[config.mk]
export PLATFORM = sky130hd
export DESIGN_NAME = wtmr_top
export DESIGN_NICKNAME = d
export VERILOG_FILES = /design/src/core/wtmr_pkg.sv /design/src/core/wtmr_top.sv
export SDC_FILE = /design/constraint.sdc
export NUM_CORES = 1
export LEC_CHECK = 0
export ABC_CLOCK_PERIOD_IN_PS = 4300
export BUFFER_PORTS_ARGS = -buffer_cell sky130_fd_sc_hd__buf_4
export CAP_MARGIN = 20
export CORE_MARGIN = 2
export CORE_UTILIZATION = 42
export CTS_CLUSTER_SIZE = 8
export DETAILED_ROUTE_END_ITERATION = 10
export GPL_TIMING_DRIVEN = 0
export PLACE_DENSITY_LB_ADDON = 0.08
export SYNTH_ARGS = -nofsm -noshare
export SYNTH_HDL_FRONTEND = slang
export SYNTH_SLANG_ARGS = --single-unit
[constraint.sdc]
create_clock -name clk -period 4.3 [get_ports clk]
set_input_delay 0.86 -clock clk [delete_from_list [all_inputs] [get_ports clk]]
set_output_delay 0.86 -clock clk [all_outputs]
set_load 0.01 [all_outputs]
[src/core/wtmr_pkg.sv]
// Purpose: constants and types shared by the watch interval timer
// Assumes: 8-bit control register, word-aligned register port
// Notes: offsets are byte addresses on the plain register port
package wtmr_pkg;
  localparam logic [31:0] WTMR_CTRL_OFS = 32'hfffff360;
  localparam logic [31:0] WTMR_STAT_OFS = 32'hfffff364;
  localparam logic [31:0] WTMR_MASK_OFS = 32'hfffff368;
  localparam logic [7:0] WTMR_CTRL_RST = 8'h00;
  localparam logic [1:0] WTMR_STAT_RST = 2'h0;
  localparam logic [1:0] WTMR_MASK_RST = 2'h0;
  localparam int WTMR_CLK_SRC_BIT = 7;
  localparam int WTMR_IVL_HI_BIT = 6;
  localparam int WTMR_IVL_LO_BIT = 4;
  localparam int WTMR_PER_BIT = 3;
  localparam int WTMR_RSVD_BIT = 2;
  localparam int WTMR_RUN_BIT = 1;
  localparam int WTMR_EN_BIT = 0;
  localparam int WTMR_EVT_WATCH = 0;
  localparam int WTMR_EVT_IVL = 1;
  localparam int WTMR_PRE_W = 9;
  localparam int WTMR_CNT_W = 5;
  localparam int WTMR_MAIN_DIV = 512;
  localparam logic [2:0] WTMR_IVL_MAX = 3'h5;
  localparam int WTMR_IVL_BASE_EXP = 4;
  typedef struct packed {
    logic clock_source_select;
    logic [2:0] interval_select;
    logic watch_period_select;
    logic rsvd;
    logic counter_run;
    logic watch_enable;
  } wtmr_ctrl_t;
  typedef struct packed {
    logic [31:0] addr;
    logic [7:0] wdata;
    logic [7:0] wmask;
    logic wr;
    logic rd;
  } wtmr_bus_t;
endpackage

[src/core/wtmr_top.sv]
// Purpose: watch timer with interval tap, one 8-bit control register
// Assumes: subclock arrives asynchronously on a pin; main clock is clk
// Notes: bus byte mask lets software change single bits
// How it works
// - watch interrupt every 2^14 or 2^5 watch clocks
// - watch and interval events run together
// - counter counts only while run and enable set; prescaler needs enable only
// - both bits clear resets prescaler and counter
// - bit 7 picks main/512 or subclock
// - bits 6..4 choose interval tap 2^4..2^9
// - bit 3 picks 2^14 or 2^5 period
// - run bit 0 clears counter, 1 starts
// - enable 0 holds prescaler and counter cleared
// - reset forces control register to zero
// - run clear resets counter, prescaler continues
// - enable clear resets prescaler and counter
// - first watch event waits full count when run and enable are set in the same write
// - bit-masked writes change only addressed bits
// - both clock sources give same period in watch clocks
//
// The implementer's own choice: the strobed register port.
`timescale 1ns/1ps
module wtmr_top #(
  parameter int MAIN_DIV = 512
) (
  input wire logic clk,
  input wire logic nrst,
  input wire wtmr_pkg::wtmr_bus_t bus,
  input wire logic subclk,
  output logic [7:0] rdata,
  output logic watch_interrupt,
  output logic interval_interrupt,
  output logic irq
);
  import wtmr_pkg::*;

  wtmr_ctrl_t ctrl_ff;
  logic [1:0] stat_ff;
  logic [1:0] mask_ff;
  logic [7:0] rdata_ff;
  logic [WTMR_PRE_W-1:0] pre_ff;
  logic [WTMR_CNT_W-1:0] cnt_ff;
  logic [8:0] mdiv_ff;
  logic [2:0] sub_sync_ff;
  logic watch_ff;
  logic ivl_ff;
  logic irq_ff;

  function automatic logic [7:0] merge(input logic [7:0] old, input logic [7:0] nw, input logic [7:0] m);
    merge = (old & ~m) | (nw & m);
  endfunction

  // bus decode
  wire wr_ctrl = bus.wr && bus.addr == WTMR_CTRL_OFS;
  wire wr_stat = bus.wr && bus.addr == WTMR_STAT_OFS;
  wire wr_mask = bus.wr && bus.addr == WTMR_MASK_OFS;
  wire [7:0] ctrl_merged = merge(ctrl_ff, bus.wdata, bus.wmask);
  wire [7:0] nxt_ctrl = {ctrl_merged[7:3], 1'b0, ctrl_merged[1:0]};
  wire [7:0] mask_merged = merge({6'h00, mask_ff}, bus.wdata, bus.wmask);
  wire [1:0] nxt_mask = wr_mask ? mask_merged[1:0] : mask_ff;
  wire [1:0] stat_clr = wr_stat ? (bus.wdata[1:0] & bus.wmask[1:0]) : 2'h0;
  wire [7:0] rd_mux = (bus.addr == WTMR_CTRL_OFS) ? ctrl_ff :
                      (bus.addr == WTMR_STAT_OFS) ? {6'h00, stat_ff} :
                      (bus.addr == WTMR_MASK_OFS) ? {6'h00, mask_ff} : 8'h00;

  // watch clock ticks: main divide or synchronised subclock rising edge
  wire mdiv_tick = mdiv_ff == 9'(MAIN_DIV - 1);
  wire sub_tick = sub_sync_ff[1] & ~sub_sync_ff[2];
  wire wclk_tick = ctrl_ff.clock_source_select ? sub_tick : mdiv_tick;
  wire en = ctrl_ff.watch_enable;
  wire run = ctrl_ff.counter_run & ctrl_ff.watch_enable;
  wire pre_step = en && wclk_tick;
  wire pre_wrap = pre_step && (&pre_ff);
  // tap mask: low (4+sel) bits all ones; prohibited codes treated as max tap
  wire [2:0] ivl_sel = (ctrl_ff.interval_select > WTMR_IVL_MAX) ? WTMR_IVL_MAX : ctrl_ff.interval_select;
  // four bits for the shift amount: 5 + 4 would wrap in three bits
  wire [3:0] tap_exp = {1'b0, ivl_sel} + 4'(WTMR_IVL_BASE_EXP);
  wire [9:0] tap_full = (10'h001 << tap_exp) - 10'h001;
  wire [8:0] tap_mask = tap_full[8:0];
  wire ivl_evt = pre_step && ((pre_ff & tap_mask) == tap_mask);
  // 2^14 = prescaler wrap and counter wrap; 2^5 = low five prescaler bits
  wire watch_evt = ctrl_ff.watch_period_select ?
                   (run && pre_step && (&pre_ff[4:0])) :
                   (run && pre_wrap && (&cnt_ff));
  wire [1:0] evt = {ivl_evt, watch_evt};
  wire [1:0] nxt_stat = (stat_ff & ~stat_clr) | evt;

  always_ff @(posedge clk) begin
    if (!nrst) begin
      ctrl_ff <= WTMR_CTRL_RST;
      mask_ff <= WTMR_MASK_RST;
    end else begin
      if (wr_ctrl) ctrl_ff <= nxt_ctrl;
      mask_ff <= nxt_mask;
    end
  end

  // set wins over write-one-to-clear
  always_ff @(posedge clk) begin
    if (!nrst) stat_ff <= WTMR_STAT_RST;
    else stat_ff <= nxt_stat;
  end

  always_ff @(posedge clk) begin
    if (!nrst) mdiv_ff <= 9'h000;
    else mdiv_ff <= mdiv_tick ? 9'h000 : mdiv_ff + 9'h001;
  end

  always_ff @(posedge clk) begin
    if (!nrst) sub_sync_ff <= 3'h0;
    else sub_sync_ff <= {sub_sync_ff[1:0], subclk};
  end

  always_ff @(posedge clk) begin
    if (!nrst) pre_ff <= '0;
    else if (!en) pre_ff <= '0;
    else if (pre_step) pre_ff <= pre_ff + 9'h001;
  end

  always_ff @(posedge clk) begin
    if (!nrst) cnt_ff <= '0;
    else if (!run) cnt_ff <= '0;
    else if (pre_wrap) cnt_ff <= cnt_ff + 5'h01;
  end

  always_ff @(posedge clk) begin
    if (!nrst) begin
      rdata_ff <= 8'h00;
      watch_ff <= 1'b0;
      ivl_ff <= 1'b0;
      irq_ff <= 1'b0;
    end else begin
      rdata_ff <= bus.rd ? rd_mux : 8'h00;
      watch_ff <= watch_evt;
      ivl_ff <= ivl_evt;
      // next status and next mask, so irq tracks the flops with no extra cycle
      irq_ff <= |(nxt_stat & nxt_mask);
    end
  end

  assign rdata = rdata_ff;
  assign watch_interrupt = watch_ff;
  assign interval_interrupt = ivl_ff;
  assign irq = irq_ff;

  AST_RST_CTRL: assert property (@(posedge clk) !nrst |=> ctrl_ff == 8'h00)
    else $error("control not cleared by reset");
  AST_STOP_CLR: assert property (@(posedge clk) disable iff (!nrst) !en |=> pre_ff == '0 && cnt_ff == '0)
    else $error("stopped block not cleared");
  AST_RUN_CLR: assert property (@(posedge clk) disable iff (!nrst) (en && !ctrl_ff.counter_run) |=> cnt_ff == '0)
    else $error("counter not cleared by run bit");
  AST_NO_WATCH_STOP: assert property (@(posedge clk) disable iff (!nrst) !run |=> !watch_interrupt)
    else $error("watch event while stopped");
  AST_RSVD: assert property (@(posedge clk) disable iff (!nrst) ctrl_ff[WTMR_RSVD_BIT] == 1'b0)
    else $error("reserved bit set");
  AST_MASKED_WR: assert property (@(posedge clk) disable iff (!nrst)
    (wr_ctrl && bus.wmask == 8'h01) |=> ctrl_ff[7:1] == $past(ctrl_ff[7:1]))
    else $error("bit write touched other bits");
  AST_STICKY: assert property (@(posedge clk) disable iff (!nrst) watch_evt |=> stat_ff[WTMR_EVT_WATCH])
    else $error("watch event not latched");
  AST_IVL_PRE: assert property (@(posedge clk) disable iff (!nrst) ivl_evt |=> pre_ff[3:0] == 4'h0)
    else $error("interval not on tap boundary");
  AST_IRQ: assert property (@(posedge clk) disable iff (!nrst) irq == (|(stat_ff & mask_ff)))
    else $error("irq missing");
  COV_WATCH: cover property (@(posedge clk) watch_interrupt);
  COV_IVL: cover property (@(posedge clk) interval_interrupt);
  COV_BOTH: cover property (@(posedge clk) watch_evt && ivl_evt);
  COV_SUB: cover property (@(posedge clk) ctrl_ff.clock_source_select && pre_wrap);
endmodule

# Word level (Yosys, flattened, before mapping)
# Cells that the tools add are included.
# totals
register_bits	48
wordCells	72
# op_classes
addsub	5
order_cmp	1
n_eq_ne	5
shifts	1
muxes	8
bitwise_logic	17
reduce_logical	19
# op_table
op	n
$eq 32x32->1 const B	3
$add 9x1->9 const B	2
$and 8x8->8	2
$logic_and 1x1->1	10
$reduce_and 5->1	2
$and 9x9->9	1
$eq 9x9->1	1
$eq 9x9->1 const B	1
$reduce_and 9->1	1
$shl 1x4->9 const A	1
$sub 9x1->9 const B	1
$and 2x2->2	4
$mux 2	4
$mux 8	1
$not 8->8	1
$or 8x8->8	1
$reduce_and 2->1	3
$add 5x1->5 const B	1
$add 3x3->4 const B	1
$or 2x2->2	2
$reduce_or 2->1	2
$gt 3x3->1 const B	1
$mux 3	1
$not 1->1	3
other kinds (4)	6

# Logic depth before layout (Yosys ltp)
# depth
word_depth	11
ltp_mapped	10
ltp_nobuf	9

# Least setup slack after synthesis
# OpenSTA, ideal clock, no wires.
# synth_timing
path_kind	input port to flip-flop
startpoint	input port bus[18] in the netlist's numbering
endpoint	register (tool-made name)
setup_time_ns	0.115
arrival_time_ns	2.054
setup_slack_ns	2.132
stages	6
cell_sequence	nand4bb_4 > nor4_4 > nand2_4 > buf_6 > o21a_1 > o21a_1
# synth_lines
item	line	rtl
start, declared	wtmr_top.sv:28	input wire wtmr_pkg::wtmr_bus_t bus,

# Final worst setup path
# layout_timing
startpoint	register mdiv_ff[0]
endpoint	register cnt_ff[3]
# layout_between
elab_chain_cells	4
# layout_lines
item	line	rtl
start, declared	wtmr_top.sv:43	logic [8:0] mdiv_ff;
start signal, assigned	wtmr_top.sv:106	else mdiv_ff <= mdiv_tick ? 9'h000 : mdiv_ff + 9'h001;
$eq 9x9->1	wtmr_top.sv:67	wire mdiv_tick = mdiv_ff == 9'(MAIN_DIV - 1);
$mux 1	wtmr_top.sv:69	wire wclk_tick = ctrl_ff.clock_source_select ? sub_tick : mdiv_tick;
$logic_and 1x1->1	wtmr_top.sv:72	wire pre_step = en && wclk_tick;
$logic_and 1x1->1	wtmr_top.sv:73	wire pre_wrap = pre_step && (&pre_ff);
end signal, assigned	wtmr_top.sv:123	else if (pre_wrap) cnt_ff <= cnt_ff + 5'h01;
end, declared	wtmr_top.sv:42	logic [WTMR_CNT_W-1:0] cnt_ff;
# No other way between the ends.
# A chain may end at the register's enable or synchronous reset.

==> qor.csv <==
metric;value;unit
status;completed;
initial_core_util;0.434;
slowest_stage;or3_1;
hp-class;register to register;
antenna_cells;0;
routed.top_layer;met4;
wl_met2;2210;µm
clock_skew;6.50;ps
p_leak;1.23;nW
crit_fanout;7;
dr.pass1.iters;4;
multi_input_comb_area;1160;µm²
nNetsFinal;369;
rsz0062_at_grt;no;
wl_met3;198;µm
antenna_found_initial;0;
drt-vias-per-instance;5.00;
finalHoldViolCount;0;
root_buffer;clkbuf_8;
cts.sinks;47;
drtAntennaViolNets;0;
syn_nets;304;
cp.required;4520;ps
p_per_area;276;nW/µm²
peakVddDrop;228;µV
hold_buffers;0;
placed_cell_area;2730;µm²
ys_types;42;
vias;1895;
path_cells;ha_1 > nand3_1 > nor2_1 > ha_1 > nand2b_1 > a21oi_2 > nand2_1 > or3_1 > a21oi_1;
wl_per_cell;12.4;µm
grt_pass1_wl;7940;µm
grt_use_total;0.169;
critical_path_class;register to register;
synthArstFlopShare;0;
finalWirelength;4680;µm
met1_length;2180;µm
rows;26;
ys.flop_type;dfxtp_1;
drtIter0Drc;56;
cts_buffers;5;
syn_inst;243;
place_congestion;0.811;
htree_levels;2;
critical-path-max-stage-delay;380;ps
grt_max_degree;15;
dieArea;5840;µm²
final_common_cell;buf_4;
pin_count;64;
cts_tree;built;
crit_arrival;2420;ps
hpwl;3530;µm
final_cell_mix;buf_4 (59), dfxtp_1 (47), nand3_1 (21), nor2_1 (20), inv_1 (14);
fmax;455;MHz
syn-cell-area;2200;µm²
period_share;0.511;
cts-resized-gates;0;
grt-ovfl-total;0;
area_delta_synth_final;28.1;%
cts_setup_buffers;0;
critPathTopFamily;simple AND/OR/NAND/NOR gates;
slew_headroom;0.649;
die_y;76.4;µm
stdcell_area;2820;µm²
synth.avg_cell_area;9.06;µm²
finalCriticalPeriod;2200;ps
grt_pass1_vias;1719;
port_buffers;58;
fp.coreArea;5070;µm²
clk_pin_slew;80;ps
clock_latency;300;ps
drive_above_1_share;0.243;
finalMaxSlewViolations;0;
clock_path_buffers;2;
synth_seq_area_share;0.427;
critPathMostFrequentCell;ha_1;
max-cap-violations;0;
hold_slack;443;ps
end_kind;register;
nFillCells;500;
fin_util;0.556;
synth-seq-cells;47;
drcViolationCount;0;
startpoint_type;register;
synth_edf_count;0;
seqCellArea;941;µm²
final.setup.tns;0;ps
critPathBufInv;0;
tightest_slew;527;ps
setup_viol;0;
die_w;76.4;µm
synth_warnings;0;
## report_power, final
group	switching [W]	internal, W	leakage, nW
sequential	0.00000222	0.000438	0.380
combinational	0.0000241	0.0000387	0.801
clock	0.000142	0.000132	0.0484
## final cells by class
| type | instances | area share |
|---|---|---|
| inverter | 14 | 0.0186 |
| timing repair buffer | 58 | 0.154 |
| multi-input combinational | 173 | 0.413 |
| clock inverter | 1 | 0.00311 |
| sequential | 47 | 0.334 |
| clock buffer | 7 | 0.0306 |
| buffer | 9 | 0.0160 |
| tap | 70 | 0.0311 |
## through the flow
step                      power (W)  worst slack (ps)  std cells
after floorplan            0.000473              2130        243
after global placement     0.000513              1840        371
after detailed placement   0.000514              1840        371
after CTS                  0.000788              2080        379
after global routing       0.000816              1810        379
final                      0.000777              2100        379
## synth_stat cells, drive strengths merged (5+ instances only)
cell type  instances  area (µm²)
clkbuf             7        26.3
dfxtp             47         941
xor2              10        87.6
mux2i              5        50.1
a21oi             10        53.8
nor2              21        86.3
ha                 8         100
and3               9        56.3
a21boi             5        37.5
nand3             21         105
inv               14        52.6
o21ai             10        50.1
or3                9        56.3
nor2b              7        43.8
nand4              9        56.3
nand2             14        60.1
## routing by layer
metal | up-vias | track usage
met5 | - | 0
met4 | 0 | 0.0691
met3 | 7 | 0.0344
met2 | 41 | 0.279
met1 | 863 | 0.216
li1 | 984 | -
## kinds of logic (layout without fill, tap and decap cells)
logic type,after synthesis,count (layout),share of synthesized area
mux,5,5,0.0227
simple gates,111,111,0.306
xor+xnor,11,11,0.0437
other cells,1,1,0.00170
flops,47,47,0.427
fa+ha+maj,8,8,0.0455
buf+inv,23,89,0.0443
compound gates,37,37,0.109
## worst paths after layout
kind                        from             end  cells past startpoint  slack [ps]
hold reg to reg   sub_sync_ff[0]  sub_sync_ff[1]                      1         440
setup / recovery      mdiv_ff[0]       cnt_ff[3]                      9        2100
hold / removal    sub_sync_ff[0]  sub_sync_ff[1]                      1         440
setup reg to reg      mdiv_ff[0]       cnt_ff[3]                      9        2100
(Power assumes the default switching activity.)
